==> src/shared/status_event_reporting_consts.vh <==
// Bit positions, reset values and query selectors of the status reporting block
`ifndef STATUS_EVENT_REPORTING_CONSTS_VH
`define STATUS_EVENT_REPORTING_CONSTS_VH
`define ESB_OP_COMPLETE      0
`define ESB_QUERY_ERROR      2
`define ESB_DEVICE_ERROR     3
`define ESB_EXEC_ERROR       4
`define ESB_CMD_ERROR        5
`define ESB_USER_REQUEST     6
`define ESB_POWER_ON         7
`define ES_USED_MASK         8'hfd
`define OPER_CALIBRATING     0
`define OPER_SWEEPING        3
`define OPER_USED_MASK       16'h0009
`define QUES_USED_MASK       16'h0000
`define STB_ERR_QUEUE        2
`define STB_QUES_SUM         3
`define STB_MSG_AVAIL        4
`define STB_ESB_SUM          5
`define STB_MASTER_SUM       6
`define STB_OPER_SUM         7
`define SRQ_SOURCE_MASK      8'h34
`define RESET_ENABLE8        8'h00
`define RESET_ENABLE16       16'h0000
`define RESET_PTR16          16'hffff
`define RESET_NTR16          16'h0000
`define SEL_ESR              4'h0
`define SEL_ESE              4'h1
`define SEL_STB              4'h2
`define SEL_SRE              4'h3
`define SEL_QUES_COND        4'h4
`define SEL_QUES_EVENT       4'h5
`define SEL_QUES_ENABLE      4'h6
`define SEL_QUES_PTR         4'h7
`define SEL_QUES_NTR         4'h8
`define SEL_OPER_COND        4'h9
`define SEL_OPER_EVENT       4'ha
`define SEL_OPER_ENABLE      4'hb
`define SEL_OPER_PTR         4'hc
`define SEL_OPER_NTR         4'hd
`endif

==> src/rtl/scpi_status_group.v <==
// One condition/transition/event/enable register group with its sum bit
`timescale 1ns/10ps
`include "status_event_reporting_consts.vh"
module scpi_status_group #(
  parameter WIDTH = 16,
  parameter [WIDTH-1:0] USED = {WIDTH{1'b1}}
) (
  input  wire             core_clk,
  input  wire             rst,
  input  wire [WIDTH-1:0] cond_in,
  input  wire             wr_enable,
  input  wire             wr_ptr,
  input  wire             wr_ntr,
  input  wire [WIDTH-1:0] wr_data,
  input  wire             rd_event,
  output reg  [WIDTH-1:0] cond,
  output reg  [WIDTH-1:0] event_bits,
  output reg  [WIDTH-1:0] enable,
  output reg  [WIDTH-1:0] ptr,
  output reg  [WIDTH-1:0] ntr,
  output wire             sum
);
  wire [WIDTH-1:0] next_cond;
  wire [WIDTH-1:0] rise;
  wire [WIDTH-1:0] fall;
  wire [WIDTH-1:0] hit;

  assign next_cond = cond_in & USED;
  assign rise      = next_cond & ~cond & ptr;
  assign fall      = ~next_cond & cond & ntr;
  assign hit       = rise | fall;
  assign sum       = |(event_bits & enable);

  always @(posedge core_clk) begin
    if (rst) begin
      cond       <= {WIDTH{1'b0}};
      event_bits <= {WIDTH{1'b0}};
      enable     <= {WIDTH{1'b0}};
      ptr        <= USED;
      ntr        <= {WIDTH{1'b0}};
    end else begin
      cond <= next_cond;
      // A new transition in the read cycle survives the clear
      if (rd_event)
        event_bits <= hit;
      else
        event_bits <= event_bits | hit;
      if (wr_enable)
        enable <= wr_data & USED;
      if (wr_ptr)
        ptr <= wr_data & USED;
      if (wr_ntr)
        ntr <= wr_data & USED;
    end
  end
endmodule

==> src/rtl/status_event_reporting.v <==
// Status byte, event status and SCPI status registers with service request
//
// Operation
// - Event summary bit set when an enabled event status bit rises.
// - Operation complete set once every earlier command has finished after *OPC.
// - Query error set on read without query or abandoned response.
// - Device-dependent fault sets bit 3; error code -300..-399 or positive queued.
// - Execution error sets bit 4; error code -200..-300 queued.
// - Unknown or malformed command sets bit 5; code -100..-200 queued.
// - Handover from remote to local control sets bit 6.
// - Power up sets bit 7; bit 1 never used.
// - Event status register latches events; its query returns the contents.
// - Event status enable mask is stored with bit 1 cleared and read back as stored.
// - Questionable register fully unused; condition and event each readable.
// - Operation condition shows current activity; event latches since last read.
// - Operation condition bit 0 high throughout calibration; bits 1-2 unused.
// - Operation condition bit 3 high during any sweep; bits 4-15 unused.
// - Service request when status byte bit 2, 4 or 5 set and enabled.
// - Enable masks 1 and 32 make *OPC raise a service request.
// - Service request is the device's only self-initiated interaction.
// - Reading an event part clears it; enable and filter parts kept.
// - Rising condition needs positive filter; falling needs negative filter.
// - Bit 6 is the master summary of enabled bits; enable bit 6 ignored.
// - Bits 3 and 7 are OR of enabled questionable and operation events.
`timescale 1ns/10ps
`include "status_event_reporting_consts.vh"
module status_event_reporting (
  input  wire        core_clk,
  input  wire        rst,
  input  wire        opc_request,
  input  wire        cmds_idle,
  input  wire        query_error,
  input  wire        device_error,
  input  wire        exec_error,
  input  wire        cmd_error,
  input  wire        go_local,
  input  wire        power_on,
  input  wire        err_queue_nonempty,
  input  wire        msg_available,
  input  wire        calibrating,
  input  wire        sweeping,
  input  wire        clear_status,
  input  wire        serial_poll,
  input  wire        wr_strobe,
  input  wire        rd_strobe,
  input  wire [3:0]  reg_sel,
  input  wire [15:0] wr_data,
  output reg  [15:0] rd_data,
  output reg         rd_valid,
  output reg         srq,
  output reg  [7:0]  status_byte,
  output reg         opc_pending
);
  reg  [7:0]  event_status;
  reg  [7:0]  event_status_enable;
  reg  [7:0]  srq_enable;
  reg  [7:0]  next_events;
  reg  [7:0]  next_status_byte;
  reg  [15:0] next_rd_data;
  wire        opc_done;
  wire        esr_read;
  wire        esb_sum;
  wire [15:0] ques_cond;
  wire [15:0] ques_event;
  wire [15:0] ques_enable;
  wire [15:0] ques_ptr;
  wire [15:0] ques_ntr;
  wire        ques_sum;
  wire [15:0] oper_cond;
  wire [15:0] oper_event;
  wire [15:0] oper_enable;
  wire [15:0] oper_ptr;
  wire [15:0] oper_ntr;
  wire        oper_sum;
  wire [15:0] oper_cond_in;

  wire [7:0]  srq_sources;
  reg         wr_ese;
  reg         wr_sre;
  reg         wr_ques_en;
  reg         wr_ques_ptr;
  reg         wr_ques_ntr;
  reg         wr_oper_en;
  reg         wr_oper_ptr;
  reg         wr_oper_ntr;
  reg         rd_ques_ev;
  reg         rd_oper_ev;

  // Writes to read-only or unmapped selectors decode to nothing
  always @* begin
    wr_ese      = 1'b0;
    wr_sre      = 1'b0;
    wr_ques_en  = 1'b0;
    wr_ques_ptr = 1'b0;
    wr_ques_ntr = 1'b0;
    wr_oper_en  = 1'b0;
    wr_oper_ptr = 1'b0;
    wr_oper_ntr = 1'b0;
    rd_ques_ev  = 1'b0;
    rd_oper_ev  = 1'b0;
    case (reg_sel)
      `SEL_ESE:         wr_ese      = wr_strobe;
      `SEL_SRE:         wr_sre      = wr_strobe;
      `SEL_QUES_EVENT:  rd_ques_ev  = rd_strobe;
      `SEL_QUES_ENABLE: wr_ques_en  = wr_strobe;
      `SEL_QUES_PTR:    wr_ques_ptr = wr_strobe;
      `SEL_QUES_NTR:    wr_ques_ntr = wr_strobe;
      `SEL_OPER_EVENT:  rd_oper_ev  = rd_strobe;
      `SEL_OPER_ENABLE: wr_oper_en  = wr_strobe;
      `SEL_OPER_PTR:    wr_oper_ptr = wr_strobe;
      `SEL_OPER_NTR:    wr_oper_ntr = wr_strobe;
      default:          wr_ese      = 1'b0;
    endcase
  end

  assign esr_read = rd_strobe && reg_sel == `SEL_ESR;

  // *OPC arms a wait; completion is only flagged with the command pipe empty
  assign opc_done = (opc_pending || opc_request) && cmds_idle;

  localparam [1:0] OPC_IDLE = 2'b01;
  localparam [1:0] OPC_WAIT = 2'b10;
  reg [1:0] opc_state;
  reg [1:0] next_opc_state;

  // Completion with the pipe already idle skips the wait state entirely
  always @* begin
    case (opc_state)
      OPC_IDLE: begin
        if (opc_request && !cmds_idle)
          next_opc_state = OPC_WAIT;
        else
          next_opc_state = OPC_IDLE;
      end
      OPC_WAIT: begin
        if (cmds_idle)
          next_opc_state = OPC_IDLE;
        else
          next_opc_state = OPC_WAIT;
      end
      default: next_opc_state = OPC_IDLE;
    endcase
    // A clear cancels a wait, but a new *OPC in the same cycle wins
    if (clear_status && !(opc_request && !cmds_idle))
      next_opc_state = OPC_IDLE;
  end

  always @(posedge core_clk) begin
    if (rst) begin
      opc_state   <= OPC_IDLE;
      opc_pending <= 1'b0;
    end else begin
      opc_state   <= next_opc_state;
      opc_pending <= next_opc_state == OPC_WAIT;
    end
  end

  always @* begin
    next_events = 8'h00;
    next_events[`ESB_OP_COMPLETE]  = opc_done;
    next_events[`ESB_QUERY_ERROR]  = query_error;
    next_events[`ESB_DEVICE_ERROR] = device_error;
    next_events[`ESB_EXEC_ERROR]   = exec_error;
    next_events[`ESB_CMD_ERROR]    = cmd_error;
    next_events[`ESB_USER_REQUEST] = go_local;
    next_events[`ESB_POWER_ON]     = power_on;
    next_events = next_events & `ES_USED_MASK;
  end

  // Event memory: reading clears, but an event in the read cycle is kept
  always @(posedge core_clk) begin
    if (rst) begin
      event_status <= 8'h00;
    end else if (clear_status || esr_read) begin
      event_status <= next_events;
    end else begin
      event_status <= event_status | next_events;
    end
  end

  always @(posedge core_clk) begin
    if (rst) begin
      event_status_enable <= `RESET_ENABLE8;
      srq_enable          <= `RESET_ENABLE8;
    end else begin
      if (wr_ese)
        event_status_enable <= wr_data[7:0] & `ES_USED_MASK;
      if (wr_sre)
        srq_enable <= wr_data[7:0];
    end
  end

  assign esb_sum = |(event_status & event_status_enable);

  scpi_status_group #(
    .WIDTH (16),
    .USED  (`QUES_USED_MASK)
  ) u_ques (
    .core_clk   (core_clk),
    .rst        (rst || clear_status),
    .cond_in    (16'h0000),
    .wr_enable  (wr_ques_en),
    .wr_ptr     (wr_ques_ptr),
    .wr_ntr     (wr_ques_ntr),
    .wr_data    (wr_data),
    .rd_event   (rd_ques_ev),
    .cond       (ques_cond),
    .event_bits (ques_event),
    .enable     (ques_enable),
    .ptr        (ques_ptr),
    .ntr        (ques_ntr),
    .sum        (ques_sum)
  );

  assign oper_cond_in = {12'h000, sweeping, 2'b00, calibrating};

  scpi_status_group #(
    .WIDTH (16),
    .USED  (`OPER_USED_MASK)
  ) u_oper (
    .core_clk   (core_clk),
    .rst        (rst),
    .cond_in    (oper_cond_in),
    .wr_enable  (wr_oper_en),
    .wr_ptr     (wr_oper_ptr),
    .wr_ntr     (wr_oper_ntr),
    .wr_data    (wr_data),
    .rd_event   (rd_oper_ev),
    .cond       (oper_cond),
    .event_bits (oper_event),
    .enable     (oper_enable),
    .ptr        (oper_ptr),
    .ntr        (oper_ntr),
    .sum        (oper_sum)
  );

  always @* begin
    next_status_byte = 8'h00;
    next_status_byte[`STB_ERR_QUEUE] = err_queue_nonempty;
    next_status_byte[`STB_QUES_SUM]  = ques_sum;
    next_status_byte[`STB_MSG_AVAIL] = msg_available;
    next_status_byte[`STB_ESB_SUM]   = esb_sum;
    next_status_byte[`STB_OPER_SUM]  = oper_sum;
    // Bit 6 enable is masked off so the summary never feeds itself
    next_status_byte[`STB_MASTER_SUM] =
      |(next_status_byte & srq_enable & ~(8'h01 << `STB_MASTER_SUM));
  end

  // Only error queue, message and event summary may ask for service
  assign srq_sources = next_status_byte & srq_enable & `SRQ_SOURCE_MASK;

  // Status byte and request are registered, so a clear shows one cycle later
  always @(posedge core_clk) begin
    if (rst) begin
      status_byte <= 8'h00;
      srq         <= 1'b0;
    end else begin
      status_byte <= next_status_byte;
      // The request line is the only output the device raises on its own
      srq <= |srq_sources;
    end
  end

  always @* begin
    case (reg_sel)
      `SEL_ESR:         next_rd_data = {8'h00, event_status};
      `SEL_ESE:         next_rd_data = {8'h00, event_status_enable};
      `SEL_STB:         next_rd_data = {8'h00, next_status_byte};
      `SEL_SRE:         next_rd_data = {8'h00, srq_enable & 8'hbf};
      `SEL_QUES_COND:   next_rd_data = ques_cond;
      `SEL_QUES_EVENT:  next_rd_data = ques_event;
      `SEL_QUES_ENABLE: next_rd_data = ques_enable;
      `SEL_QUES_PTR:    next_rd_data = ques_ptr;
      `SEL_QUES_NTR:    next_rd_data = ques_ntr;
      `SEL_OPER_COND:   next_rd_data = oper_cond;
      `SEL_OPER_EVENT:  next_rd_data = oper_event;
      `SEL_OPER_ENABLE: next_rd_data = oper_enable;
      `SEL_OPER_PTR:    next_rd_data = oper_ptr;
      `SEL_OPER_NTR:    next_rd_data = oper_ntr;
      default:          next_rd_data = 16'h0000;
    endcase
  end

  // A serial poll answers exactly as a status byte query
  always @(posedge core_clk) begin
    if (rst) begin
      rd_data  <= 16'h0000;
      rd_valid <= 1'b0;
    end else begin
      rd_valid <= rd_strobe || serial_poll;
      if (serial_poll)
        rd_data <= {8'h00, next_status_byte};
      else if (rd_strobe)
        rd_data <= next_rd_data;
    end
  end
endmodule

==> config.mk <==
export PLATFORM = sky130hd
export DESIGN_NAME = status_event_reporting
export DESIGN_NICKNAME = d
export VERILOG_FILES = /design/src/rtl/scpi_status_group.v /design/src/rtl/status_event_reporting.v
export VERILOG_INCLUDE_DIRS = /design/src /design/src/shared
export SDC_FILE = /design/constraint.sdc
export NUM_CORES = 1
export LEC_CHECK = 0
export BUFFER_PORTS_ARGS = -buffer_cell sky130_fd_sc_hd__buf_2
export CAP_MARGIN = 30
export CORE_ASPECT_RATIO = 0.8
export CORE_MARGIN = 5
export CORE_UTILIZATION = 35
export CTS_CLUSTER_DIAMETER = 60
export DETAILED_ROUTE_END_ITERATION = 10
export PLACE_DENSITY = 0.65
export SYNTH_ARGS = -nofsm -noshare
export SYNTH_HDL_FRONTEND = slang
export SYNTH_SLANG_ARGS = --single-unit
==> constraint.sdc <==
create_clock -name core_clk -period 1.4 [get_ports core_clk]
set_input_delay 0.14 -clock core_clk [delete_from_list [all_inputs] [get_ports core_clk]]
set_output_delay 0.14 -clock core_clk [all_outputs]
set_load 0.05 [all_outputs]
# Word-level counts from Yosys, hierarchy flattened
# Cells that the tools add are included.
[totals] register_bits=89 inputBits=38 wordCells=74 out_inout_bits=27
[op_classes] n_eq_ne=11 n_reduce_logical=17 mux=15 bitwise_logic=13
[op_table] cell="$pmux W16 S9" count=1
[op_table] cell="$and A16 B4 Y16" count=3
[op_table] cell="$or A16 B16 Y16" count=2
[op_table] cell="$mux W8" count=3
[op_table] cell="$eq A4 B4 Y1 const B" count=5
[op_table] cell="$and A16 B16 Y16" count=1
[op_table] cell="$and A4 B16 Y16" count=1
[op_table] cell="$and A8 B8 Y8" count=2
[op_table] cell="$mux W16" count=1
[op_table] cell="$not A16 Y16" count=1
[op_table] cell="$not A4 Y16" count=1
[op_table] cell="$reduce_or A16 Y1" count=1
[op_table] cell="$eq A4 B2 Y1 const B" count=2
[op_table] cell="$or A8 B8 Y8" count=1
[op_table] cell="$reduce_or A8 Y1" count=1
[op_table] cell="$reduce_or A7 Y1" count=1
[op_table] cell="$and A6 B6 Y6" count=1
[op_table] cell="$mux W1" count=6
[op_table] cell="$mux W2" count=3
[op_table] cell="$eq A2 B2 Y1 const B" count=2
[op_table] cell="$eq A4 B1 Y1 const B" count=1
[op_table] cell="$logic_and A1 B1 Y1" count=4
[op_table] cell="$logic_not A4 Y1" count=1
[op_table] cell="$pmux W2 S2" count=1
[op_table] cell="6 further kinds" count=10

# Depth between registers and ports, before layout
[logic_depth] depth_word=7 mapped_depth=6 mapped_depth_nobuf=6

# By module
# Synthesis repeated with hierarchy kept, for this count alone.
[unflattened] cells_unflattened=632 hier_area_um2=5106.1
[modules_own_cells] module="status_event_reporting" n_inst=1 cells_per_inst=445 area_each_um2=3587.2 seq_area_each_um2=960.9
[modules_own_cells] module="scpi_status_group at u_oper" n_inst=1 cells_per_inst=105 area_each_um2=907.1 seq_area_each_um2=200.2
[modules_own_cells] module="scpi_status_group at u_ques" n_inst=1 cells_per_inst=82 area_each_um2=611.8 seq_area_each_um2=0.0

# Worst setup path after synthesis
# OpenSTA, ideal clock, no wires.
[synth_path] kind="register to register" start="register event_status[3]" end="register rd_data[6]" slack_ns=0.083 t_arrival_ns=1.185 stages_incl_launch_ff=5 t_required_ns=1.268 path_buffers=0 setup_time_ns=0.132 period_less_slack_ns=1.317 cell_sequence="dfxtp_1 > a222oi_1 > nand3_1 > a211oi_1 > o32ai_1"
[synth_between] elab_chain_len=7
[synth_lines] item="start: declaration" line_no="status_event_reporting.v:54" text="reg [7:0] event_status;"
[synth_lines] item="start signal: assignment" line_no="status_event_reporting.v:175" text="event_status <= next_events;"
[synth_lines] item="start signal: assignment" line_no="status_event_reporting.v:177" text="event_status <= event_status | next_events;"
[synth_lines] item="$and A8 B8 Y8 *" line_no="status_event_reporting.v:193" text="assign esb_sum = |(event_status & event_status_enable);"
[synth_lines] item="$reduce_or A8 Y1 *" line_no="status_event_reporting.v:193"
[synth_lines] item="$and A8 B8 Y8 *" line_no="status_event_reporting.v:246" text="|(next_status_byte & srq_enable & ~(8'h01 << `STB_MASTER_SUM));"
[synth_lines] item="$reduce_or A7 Y1 *" line_no="status_event_reporting.v:246"
[synth_lines] item="$pmux W16 S9" line_no="status_event_reporting.v:265" text="case (reg_sel)"
[synth_lines] item="$mux W8" line_no="status_event_reporting.v:293" text="else if (rd_strobe)"
[synth_lines] item="$mux W8 *" line_no="status_event_reporting.v:291" text="if (serial_poll)"
[synth_lines] item="end signal: assignment" line_no="status_event_reporting.v:292" text="rd_data <= {8'h00, next_status_byte};"
[synth_lines] item="end signal: assignment" line_no="status_event_reporting.v:294" text="rd_data <= next_rd_data;"
[synth_lines] item="end: declaration" line_no="status_event_reporting.v:48" text="output reg [15:0] rd_data,"
# Every way passes the cells marked *; elsewhere a longest branch is shown, timed or not. The select of a mux whose other input is x is not followed.
# A chain may end at the register's enable or synchronous reset.

# Worst setup path after layout
# Ends and elaborated chain as after synthesis.

==> results_dict.tcl <==
set metrics [dict create \
    period_needed_ps 1430 \
    portBuffers 53 \
    grt_pass1_vias 2024 \
    async_flop_share 0 \
    drt-wirelength-per-cell_um 15.2 \
    cp.required_ps 1560 \
    reg2regPathDepth 5 \
    ys.flop_type "dfxtp_1" \
    numCtsBuffers 5 \
    synth_cells 261 \
    violations "setup timing" \
    fmax_mhz 702 \
    drtAntennaViolNets 0 \
    grt_pass1_wl_mm 9.96 \
    crit_path_end_kind "flip-flop" \
    htreeDepth 2 \
    final_hold_viol_count 0 \
    synth_edf_count 0 \
    synthesis.area_mm2 0.00237 \
    vias_per_cell 5.10 \
    final_cell_mix "buf_2 (53), dfxtp_1 (49), nor2_1 (41)" \
    dpl.hpwl_mm 4.83 \
    yosysTopAreaCell "dfxtp_1" \
    cts_hold_buf 0 \
    die-area_mm2 0.00854 \
    yosys_warnings 0 \
    rsz0062_at_grt "true" \
    leakage_nw 1.33 \
    cts_tree "done" \
    p_per_area_mw_per_mm2 925 \
    setup_viol 1 \
    multi_input_area_mm2 0.00123 \
    clock_path_buffers 2 \
    core_mm2 0.00651 \
    nets 366 \
    gr-usage-all-layers 0.147 \
    fp.dieH_um 83.7 \
    initial_core_util 0.365 \
    wirelength_mm 6.21 \
    globalplace.congestion 0.861 \
    antenna_cells 0 \
    drv_slew 0 \
    grt_overflow 0 \
    status "complete, but fails checks" \
    final.period_utilization 1.02 \
    stdcell_area_mm2 0.00295 \
    cts_root_buffer "clkbuf_8" \
    timing.final.ws_setup_ps -25.4 \
    skew_ps 6.16 \
    grt_max_degree 48 \
    worst_hold_path.num_cells 3 \
    grt_antenna_before_repair 0 \
    place_area_mm2 0.00282 \
    clock-sinks 50 \
    clock_latency_ps 290 \
    drc 0 \
    totalPowerFinal_mw 2.73 \
    cap_violations 0 \
    ys_ff_latch 50 \
    layout.cells.most_common "buf_2" \
    cp_data_arrival_time_ps 1590 \
    hold_class "in2reg" \
    fillers 648 \
    final_util 0.453 \
    num_vias 2086 \
    netlist-cell-type-count 51 \
    area_growth_pct 24.1 \
    yosys-top-cells-area "dfxtp_1 (42%), mux2i_1 (10%), nor2_1 (6.5%)" \
    vdd_drop_max_mv 0.341 \
    cts.clk_slew.worst_paths_ps 80 \
    drt_first_pass_iters 6 \
    synth_top_area_share 0.421 \
    synth-seq-area-share 0.421 \
    drtIter0Drc 96 \
    crit_type "reg2reg" \
    pin_count 65 \
    seq_area_mm2 0.00100 \
    path_max_fanout 4 \
    num_rows 26 \
    dieWidth_um 102 \
    drive_above_1_share 0.317 \
    startpoint_type "flip-flop" \
    avgSynthCellArea_um2 9.10 \
]
-- routing by layer --
metal	global-route usage	share of wire	vias up
met5	0	0	-
met4	0.0429	0.012	0
met3	0.0351	0.081	8
met2	0.206	0.40	70
met1	0.218	0.50	962
li1	-	-	1046
-- what timing repair did --
item                       in CTS  in global routing
hold endpoints to repair        0                  0
pin swaps                       4                  4
setup endpoints to repair       5                  6
buffers inserted                0                  0
resized for setup               6                  4
-- Yosys cell counts, drive strengths merged (2+ instances only) --
cell	instances
a211o	2
a211oi	3
a21oi	18
a222oi	2
a22o	6
a22oi	7
and2	2
buf	20
clkbuf	4
dfxtp	50
ha	2
inv	11
mux2	4
mux2i	24
nand2	10
nand3	7
nand3b	3
nand4	2
nor2	41
nor2b	7
nor3	4
nor3b	2
o21ai	6
o22ai	3
o32ai	2
-- state kept, by name (all words and copies together), names as in the netlist --
signal,cells
opc_pending,1
opc_state,2
rd_data,9
event_status,7
u_oper.ptr,2
u_oper.enable,2
rd_valid,1
u_oper.cond,2
srq_enable,7
event_status_enable,7
srq,1
u_oper.ntr,2
status_byte,5
u_oper.event_bits,2
-- through the flow --
step	instances	TNS [ps]	worst slack, ps	hold WS, ps
2_1_floorplan	263	0	83.3	257
3_3_place_gp	403	-194	-46.2	342
3_5_place_dp	403	-436	-164	349
4_1_cts	409	-36.9	-22.3	37.8
5_1_grt	409	-323	-129	45.0
6_report	409	-25.4	-25.4	46.1
-- worst max-delay path: stages (launching register included) --
cell	delay, ps
dfxtp_1	320
a222oi_1	360
buf_4	190
nand3_4	100
a211oi_2	220
o32ai_1	110
-- cell families after synthesis --
logic type      share of synthesized area
other cells                       0.00158
compound gates                      0.169
simple gates                        0.197
fa+ha+maj                          0.0105
mux                                 0.120
flops                               0.421
buf+inv                            0.0806
-- where the power goes --
part           total (mW)  internal (mW)  switching [mW]
logic               0.424          0.167           0.258
registers            1.50           1.47          0.0301
clock network       0.806          0.382           0.424
-- cell type report --
cell class	count	share of cell area
sequential	50	0.340
inverter	11	0.0140
tap	84	0.0357
clock buffer	6	0.0280
timing repair buffer	80	0.163
multi-input combinational	178	0.419
-- path summary, 6_finish.rpt --
kind	from	to	slack, ps
setup / recovery	event_status[3]	rd_data[6]	-30
hold / removal	power_on	event_status[7]	50
setup reg to reg	event_status[3]	rd_data[6]	-30
hold reg to reg	rd_data[5]	rd_data[5]	460
No activity file was read; power rests on OpenSTA's default activity.
